File: config.mk
export PLATFORM = sky130hd
export DESIGN_NAME = pvsir_top
export DESIGN_NICKNAME = d
export VERILOG_FILES = /design/src/pvsir_pkg.sv /design/src/pvsir_top.sv /design/src/pvsir_sync.sv /design/src/pvsir_evt.sv
export VERILOG_INCLUDE_DIRS = /design/src
export SDC_FILE = /design/constraint.sdc
export NUM_CORES = 1
export LEC_CHECK = 0
export BUFFER_PORTS_ARGS = -buffer_cell sky130_fd_sc_hd__buf_4
export CAP_MARGIN = 20
export CORE_MARGIN = 5
export CORE_UTILIZATION = 45
export DETAILED_ROUTE_END_ITERATION = 8
export GPL_ROUTABILITY_DRIVEN = 0
export PLACE_DENSITY = 0.67
export SYNTH_ARGS = -nofsm -noshare
export SYNTH_HDL_FRONTEND = slang
export SYNTH_SLANG_ARGS = --single-unit
File: constraint.sdc
create_clock -name clk_i -period 5.4 [get_ports clk_i]
set_input_delay 0.54 -clock clk_i [delete_from_list [all_inputs] [get_ports clk_i]]
set_output_delay 0.54 -clock clk_i [all_outputs]
set_load 0.01 [all_outputs]
File: src/pvsir_regs.svh
// register offsets, field positions, reset values and frame counts of the vendor register bank
`ifndef PVSIR_REGS_SVH
`define PVSIR_REGS_SVH
`define PVSIR_A_LPLED      5'h11
`define PVSIR_A_CABLE      5'h12
`define PVSIR_A_LSTAT      5'h13
`define PVSIR_A_RXCNT      5'h15
`define PVSIR_A_INTCS      5'h1b
`define PVSIR_A_PHYCTL     5'h1f
`define PVSIR_B_RLB        8
`define PVSIR_B_LEDT       3
`define PVSIR_B_GIG        2
`define PVSIR_B_FAST       1
`define PVSIR_B_POL        14
`define PVSIR_B_CABGO      15
`define PVSIR_LPLED_RST    16'h02f0
`define PVSIR_LPLED_WMASK  16'hfffe
`define PVSIR_OP_RD        2'h2
`define PVSIR_OP_WR        2'h1
`define PVSIR_PRE_LEN      32
`define PVSIR_PRE_MAX      6'h3f
`define PVSIR_HDR_BITS     5'h0d
`define PVSIR_DATA_BITS    5'h10
`define PVSIR_CNT_MAX      16'hffff
`define PVSIR_EVT_N        8
`endif

File: src/pvsir_pkg.sv
// types shared by the vendor register bank modules
`default_nettype none
package pvsir_pkg;

    typedef enum logic [1:0] {PVSIR_PRE, PVSIR_HDR, PVSIR_TA, PVSIR_DATA} pvsir_phase_type;

    // bit 7 down to bit 0 of the interrupt status byte
    typedef struct packed {
        logic jabber;
        logic rx_err;
        logic page_rx;
        logic pd_fault;
        logic lp_ack;
        logic link_down;
        logic remote_fault;
        logic link_up;
    } pvsir_evt_type;

    typedef struct packed {
        pvsir_phase_type phase;
        logic [5:0]      pre_cnt;
        logic [4:0]      bit_cnt;
        logic [12:0]     hdr;
        logic            is_rd;
        logic            hit;
        logic [15:0]     sh;
        logic            mdc_q;
        logic            mdio_o;
        logic            mdio_oe;
        logic [15:0]     lpled;
        logic [6:0]      cab;
        logic            cab_go;
        logic [15:0]     rxcnt;
        logic [7:0]      int_en;
        logic            int_pol;
        logic            irq;
    } pvsir_state_type;

endpackage
`default_nettype wire

File: src/pvsir_top.sv
// vendor status and interrupt register bank behind the serial management pins
`timescale 1ns/1ps
`default_nettype none
`include "pvsir_regs.svh"
module pvsir_top
    import pvsir_pkg::*;
#(
    parameter logic [4:0] PHY_ADDR = 5'h01,           // management address
    parameter int         PRE_LEN  = `PVSIR_PRE_LEN   // preamble ones needed
) (
    input  wire logic          clk_i,              // 40 MHz device clock
    input  wire logic          rst_i,              // synchronous reset
    input  wire logic          mdc_i,              // management clock pin
    input  wire logic          mdio_i,             // management data pin in
    output logic               mdio_o,             // management data out
    output logic               mdio_oe_o,          // drive enable for mdio
    input  wire pvsir_evt_type evt_i,              // event pulses
    input  wire logic          rx_sym_err_i,       // frame with symbol error
    input  wire logic          gig_link_ok_i,      // gigabit link good
    input  wire logic          fast_link_ok_i,     // 100 Mb/s link good
    output logic               remote_loopback_o,  // remote loopback on
    output logic               led_test_o,         // led test mode
    output logic               cable_diag_start_o, // cable test kick
    output logic               irq_o               // interrupt pin
);

    pvsir_state_type st;
    pvsir_state_type nxt;

    logic [1:0]  pin_s;
    logic [7:0]  flags;
    logic        mdc_rise;
    logic [12:0] full;
    logic        hdr_done;
    logic        addr_ok;
    logic        rd_go;
    logic        wr_go;
    logic        isr_clr;
    logic        cnt_clr;
    logic [4:0]  rd_adr;
    logic [4:0]  wr_adr;
    logic [15:0] wr_dat;
    logic [15:0] rdata;
    logic        any_irq;

    if (PRE_LEN < 1 || PRE_LEN > 63)
    begin : g_bad_pre
        $error("pvsir_top: PRE_LEN must lie in 1..63");
    end

    pvsir_sync #(
        .W (2)
    ) u_sync (
        .clk_i (clk_i),
        .rst_i (rst_i),
        .d_i   ({mdc_i, mdio_i}),
        .q_o   (pin_s)
    );

    pvsir_evt #(
        .W (`PVSIR_EVT_N)
    ) u_evt (
        .clk_i   (clk_i),
        .rst_i   (rst_i),
        .set_i   (evt_i),
        .clr_i   (isr_clr),
        .flags_o (flags)
    );

    always_comb
    begin
        nxt        = st;
        nxt.mdc_q  = pin_s[1];
        nxt.cab_go = 1'b0;

        mdc_rise = pin_s[1] & ~st.mdc_q;
        full     = {st.hdr[11:0], pin_s[0]};
        rd_adr   = full[4:0];
        hdr_done = mdc_rise && st.phase == PVSIR_HDR && st.bit_cnt == `PVSIR_HDR_BITS - 5'h01;
        addr_ok  = full[12] && full[9:5] == PHY_ADDR;
        rd_go    = hdr_done && addr_ok && full[11:10] == `PVSIR_OP_RD;
        wr_adr   = st.hdr[4:0];
        wr_dat   = {st.sh[14:0], pin_s[0]};
        wr_go    = mdc_rise && st.phase == PVSIR_DATA && st.hit && !st.is_rd
                   && st.bit_cnt == `PVSIR_DATA_BITS - 5'h01;
        isr_clr  = rd_go && rd_adr == `PVSIR_A_INTCS;
        cnt_clr  = rd_go && rd_adr == `PVSIR_A_RXCNT;

        // read data is taken when the address arrives, so clears act on what was shown
        rdata = 16'h0000;
        case (rd_adr)
            `PVSIR_A_LPLED:  rdata = st.lpled;
            `PVSIR_A_CABLE:  rdata = {st.cab_go, st.cab, 8'h00};
            `PVSIR_A_LSTAT:
            begin
                rdata[`PVSIR_B_GIG]  = gig_link_ok_i;
                rdata[`PVSIR_B_FAST] = fast_link_ok_i;
            end
            `PVSIR_A_RXCNT:  rdata = st.rxcnt;
            `PVSIR_A_INTCS:  rdata = {st.int_en, flags};
            `PVSIR_A_PHYCTL: rdata[`PVSIR_B_POL] = st.int_pol;
            default:         rdata = 16'h0000;
        endcase

        if (mdc_rise)
        begin
            case (st.phase)
                PVSIR_PRE:
                begin
                    if (pin_s[0])
                    begin
                        if (st.pre_cnt != `PVSIR_PRE_MAX)
                            nxt.pre_cnt = st.pre_cnt + 6'h01;
                    end
                    else
                    begin
                        // this zero is the first start bit
                        if (st.pre_cnt >= 6'(PRE_LEN))
                        begin
                            nxt.phase   = PVSIR_HDR;
                            nxt.bit_cnt = 5'h00;
                        end
                        nxt.pre_cnt = 6'h00;
                    end
                end
                PVSIR_HDR:
                begin
                    nxt.hdr     = full;
                    nxt.bit_cnt = st.bit_cnt + 5'h01;
                    if (hdr_done)
                    begin
                        // foreign frames are still walked to their end so their
                        // trailing ones never pass for a fresh preamble
                        nxt.phase   = PVSIR_TA;
                        nxt.bit_cnt = 5'h00;
                        nxt.is_rd   = full[11:10] == `PVSIR_OP_RD;
                        nxt.hit     = addr_ok && (full[11:10] == `PVSIR_OP_RD
                                      || full[11:10] == `PVSIR_OP_WR);
                        if (rd_go)
                            nxt.sh = rdata;
                    end
                end
                PVSIR_TA:
                begin
                    nxt.bit_cnt = st.bit_cnt + 5'h01;
                    if (st.bit_cnt == 5'h00)
                    begin
                        if (st.hit && st.is_rd)
                        begin
                            nxt.mdio_oe = 1'b1;
                            nxt.mdio_o  = 1'b0;
                        end
                    end
                    else
                    begin
                        nxt.phase   = PVSIR_DATA;
                        nxt.bit_cnt = 5'h00;
                        if (st.hit && st.is_rd)
                        begin
                            nxt.mdio_o = st.sh[15];
                            nxt.sh     = {st.sh[14:0], 1'b0};
                        end
                    end
                end
                PVSIR_DATA:
                begin
                    nxt.bit_cnt = st.bit_cnt + 5'h01;
                    if (st.hit && st.is_rd)
                    begin
                        nxt.mdio_o = st.sh[15];
                        nxt.sh     = {st.sh[14:0], 1'b0};
                    end
                    else
                        nxt.sh = wr_dat;
                    if (st.bit_cnt == `PVSIR_DATA_BITS - 5'h01)
                    begin
                        nxt.phase   = PVSIR_PRE;
                        nxt.pre_cnt = 6'h00;
                        nxt.mdio_oe = 1'b0;
                        nxt.mdio_o  = 1'b0;
                    end
                end
                default:
                begin
                    nxt.phase   = PVSIR_PRE;
                    nxt.pre_cnt = 6'h00;
                end
            endcase
        end

        if (wr_go)
        begin
            case (wr_adr)
                `PVSIR_A_LPLED:  nxt.lpled = wr_dat & `PVSIR_LPLED_WMASK;
                `PVSIR_A_CABLE:
                begin
                    nxt.cab    = wr_dat[14:8];
                    nxt.cab_go = wr_dat[`PVSIR_B_CABGO];
                end
                `PVSIR_A_INTCS:  nxt.int_en = wr_dat[15:8];
                `PVSIR_A_PHYCTL: nxt.int_pol = wr_dat[`PVSIR_B_POL];
                default:         nxt.int_pol = st.int_pol;
            endcase
        end

        // saturating rather than wrapping keeps a flood of errors from reading as a few
        // count, clear on read; a count in the read cycle survives
        if (cnt_clr)
            nxt.rxcnt = {15'h0000, rx_sym_err_i};
        else if (rx_sym_err_i && st.rxcnt != `PVSIR_CNT_MAX)
            nxt.rxcnt = st.rxcnt + 16'h0001;

        any_irq = |(flags & st.int_en);
        // taken from a flop so a flag clear and an enable write in one cycle cannot glitch the pin
        // polarity applied
        nxt.irq = any_irq ~^ st.int_pol;

        if (rst_i)
        begin
            nxt       = '0;
            nxt.phase = PVSIR_PRE;
            nxt.lpled = `PVSIR_LPLED_RST;
            nxt.irq   = 1'b1;
        end
    end

    always_ff @(posedge clk_i)
        st <= nxt;

    assign mdio_o             = st.mdio_o;
    assign mdio_oe_o          = st.mdio_oe;
    assign remote_loopback_o  = st.lpled[`PVSIR_B_RLB];
    assign led_test_o         = st.lpled[`PVSIR_B_LEDT];
    assign cable_diag_start_o = st.cab_go;
    assign irq_o              = st.irq;
endmodule // pvsir_top
`default_nettype wire

File: src/pvsir_sync.sv
// three-flop pin synchroniser; a change is taken once stages two and three agree
`timescale 1ns/1ps
`default_nettype none
module pvsir_sync #(
    parameter int W = 1
) (
    input  wire logic         clk_i,   // device clock
    input  wire logic         rst_i,   // synchronous reset
    input  wire logic [W-1:0] d_i,     // asynchronous pins
    output logic      [W-1:0] q_o      // filtered levels
);
    typedef struct packed {
        logic [W-1:0] s1;
        logic [W-1:0] s2;
        logic [W-1:0] s3;
        logic [W-1:0] lvl;
    } pvsir_sync_state_type;

    pvsir_sync_state_type st;
    pvsir_sync_state_type nxt;
    logic [W-1:0]         agree;

    if (W < 1)
    begin : g_bad_w
        $error("pvsir_sync: W must be at least 1");
    end

    always_comb
    begin
        nxt     = st;
        agree   = ~(st.s2 ^ st.s3);
        nxt.s1  = d_i;
        nxt.s2  = st.s1;
        nxt.s3  = st.s2;
        nxt.lvl = (agree & st.s3) | (~agree & st.lvl);
        if (rst_i)
            nxt = '0;
    end

    always_ff @(posedge clk_i)
        st <= nxt;

    assign q_o = st.lvl;
endmodule // pvsir_sync
`default_nettype wire

File: src/pvsir_evt.sv
// sticky event flags; a new event beats a clear in the same cycle
`timescale 1ns/1ps
`default_nettype none
module pvsir_evt #(
    parameter int W = 8
) (
    input  wire logic         clk_i,   // device clock
    input  wire logic         rst_i,   // synchronous reset
    input  wire logic [W-1:0] set_i,   // one-cycle event pulses
    input  wire logic         clr_i,   // clear-on-read strobe
    output logic      [W-1:0] flags_o  // latched flags
);
    typedef struct packed {
        logic [W-1:0] flags;
    } pvsir_evt_state_type;

    pvsir_evt_state_type st;
    pvsir_evt_state_type nxt;

    if (W < 1)
    begin : g_bad_w
        $error("pvsir_evt: W must be at least 1");
    end

    always_comb
    begin
        nxt = st;
        nxt.flags = set_i | (st.flags & ~{W{clr_i}});
        if (rst_i)
            nxt = '0;
    end

    always_ff @(posedge clk_i)
        st <= nxt;

    assign flags_o = st.flags;
endmodule // pvsir_evt
`default_nettype wire

==> results.tsv <==
stage	metric	value	unit
timing	rsz0062_at_grt	false	
cts	clk_path_buf_depth	2	
timing	slew_headroom	0.274	
timing	skew	8.98	ps
cts	cts_tree	built	
placed_design	place_area	5440	µm²
timing	worstMarginPinSlew	1090	ps
setup_path	path_max_fanout	15	
drt	final_antenna_net_count	0	
outcome	status	completed	
cts	post_cts_buffers	0	
timing	finalSetupViolations	0	
timing	period_needed	3040	ps
setup_path	crit_chain	ha_1, and3_1, ha_1, nand4b_1, nor4_1, nand3b_1, mux2i_1, nor2_1	
timing	setup_tns	0	ps
setup_path	cp_common_cell	ha_1	
cts	insertion_delay	360	ps
power	peakVddDrop	0.188	mV
final_layout	fin_area	5740	µm²
timing	max_freq	0.328	GHz
timing	finalHoldWorstSlack	390	ps
setup_path	worst-path-buf-inv	0	
drt	drc_errors	0	
power	p_total	1.52	mW
drt	first_pass_iters	5	
cts	hold_buffers	0	
die	die_x	118	µm
die	rows	39	
final_layout	drive_gt1_frac	0.0964	
power	power_density	265	nW/µm²
drt	vias_per_cell	5.93	
setup_path	cp.required	5600	ps
drt	drt_iter0_markers	376	
drt	wl_per_cell	16.8	µm
global_routing	grtUsageTotal	0.177	
global_routing	gr-total-overflow	0	
final_layout	synthToLayoutAreaGrowth	9.43	%
die	die_y	118	µm
setup_path	cpPeakStageDelay	820	ps
cts	post_cts_resized	0	
synth	yosysTopAreaCell	dfxtp_1	
cts	clk_pin_slew	70	ps
global_routing	grt_pass1_wl	20200	µm
setup_path	endpoint_kind	flop	
timing	hold_viol	0	
global_routing	grt_max_degree	89	
synth	synthFlopType	dfxtp_1	
global_routing	first_global_vias	4011	
synth	synthCells	578	
cts	cts_sinks	111	
synth	yosysUniqueCellTypes	63	
cts	h-tree-depth	3	
drt	via_count	4291	
final_layout	nets	602	
global_routing	antenna_found_initial	0	
synth	synth_seq_area_share	0.424	
die	core	11400	µm²
synth	async_flop_share	0	
placed_design	place_hpwl	8380	µm
synth	syn-num-nets	604	
drt	wl	12200	µm
power	leakage	2.15	nW
die	start_util	0.459	
setup_path	critical_path_class	flop to flop	
synth	syn_area_per_cell	9.07	µm²
run	maxCapViolCount	0	
die	io_pins	21	
final_layout	antennaDiodeCount	0	
synth	post-synth-top-count-cell	dfxtp_1	
cts	cts-root-buf	clkbuf_16	
synth	syn_area	5240	µm²
synth	synth_top_area_frac	0.424	
synth	synth_edf_count	0	
synth	yosys-top-cells-count	dfxtp_1 (111), nor2_1 (85), mux2i_1 (46), nand2_1 (36), clkbuf_1 (31)	
min_path	hp-class	input port to flop	
die	die_area	13900	µm²
cts	cts_made_buffers	9	
setup_path	cp_top_family	simple AND/OR/NAND/NOR gates	
synth	ys_warn_count	0	
placed_design	io_buffers	20	
timing	slew_viol_final	0	
final_layout	fin_util	0.502	
synth	yosys-top-cells-area	dfxtp_1 (42%), mux2i_1 (8.8%), nor2_1 (6.1%), a21oi_1 (2.8%), ha_1 (2.6%)	
setup_path	startpoint_type	flop	
synth	synth-seq-cells	111	
timing	post-route-period-util	0.564	
setup_path	arrival	3250	ps
setup_path	critPathSlowestCell	nand3b_1	
tightest hold or removal path, delay by kind of cell:
kind            cells  cell delay [ps]
simple gates        1               60
compound gates      1               30
buf+inv             1               80
stage by stage:
stage / worst slack, ps / std cells
global placement: 2480 / 708
global route: 2090 / 724
finish: 2360 / 724
floorplan: 2920 / 578
CTS: 2350 / 724
detailed placement: 2370 / 708
final cells by class:
type	instances	area, µm²
fillers	1096	5680
well taps	143	179
flip-flops and latches	111	2220
repair buffers	22	165
multi-input cells	419	2830
inverters	13	48.8
clock inverters	4	35.0
clock buffers	12	256
per-layer routing:
metal  GRT usage  routed length (µm)  vias up
met2       0.280                5750       96
li1            -                   -     2097
met4      0.0609                 212        0
met3      0.0476                 619       16
met5           0                   0        -
met1       0.232                5620     2082
final timing paths:
kind / cells after the start / startpoint / endpoint / slack [ps]
min: 3 / evt_i[1] / u_evt.flags_o[1] / 390
max reg2reg: 8 / st[85] / remote_loopback_o / 2360
max: 8 / st[85] / remote_loopback_o / 2360
min reg2reg: 1 / u_sync.st[6] / u_sync.st[4] / 440
where the power goes:
part / switching (mW) / internal, mW / total, mW
combinational: 0.0204 / 0.0122 / 0.0326
sequential: 0.00754 / 0.825 / 0.833
clock: 0.312 / 0.345 / 0.656
total: 0.340 / 1.18 / 1.52
cells in the final DEF (no fill, tap or decap), types with 9 or more instances in the layout:
cell type,instances
a21oi_1,29
a22o_1,10
a22oi_1,10
buf_4,22
clkbuf_16,9
dfxtp_1,111
ha_1,11
inv_1,13
mux2i_1,46
nand2_1,36
nand2b_1,10
nand3_1,14
nor2_1,85
nor2b_1,11
nor3_1,10
o21ai_0,12
xnor2_1,12
state kept, by name (all words and copies together) (netlist names), named ones only:
register            flops
st                     77
full                   12
u_evt.flags_o           8
u_sync.st               6
cable_diag_start_o      1
irq_o                   1
led_test_o              1
mdio_o                  1
mdio_oe_o               1
remote_loopback_o       1
kinds of logic after synthesis:
group,Yosys count,share of synthesized area
AND/OR/NAND/NOR,223,0.216
AO/OA/AOI/OAI,120,0.176
flip-flops,111,0.424
multiplexers,51,0.0986
buffers and inverters,48,0.0363
XOR/XNOR,14,0.0234
adder cells (fa/ha/maj),11,0.0263
Note: power is estimated with default switching activity, not from simulation.
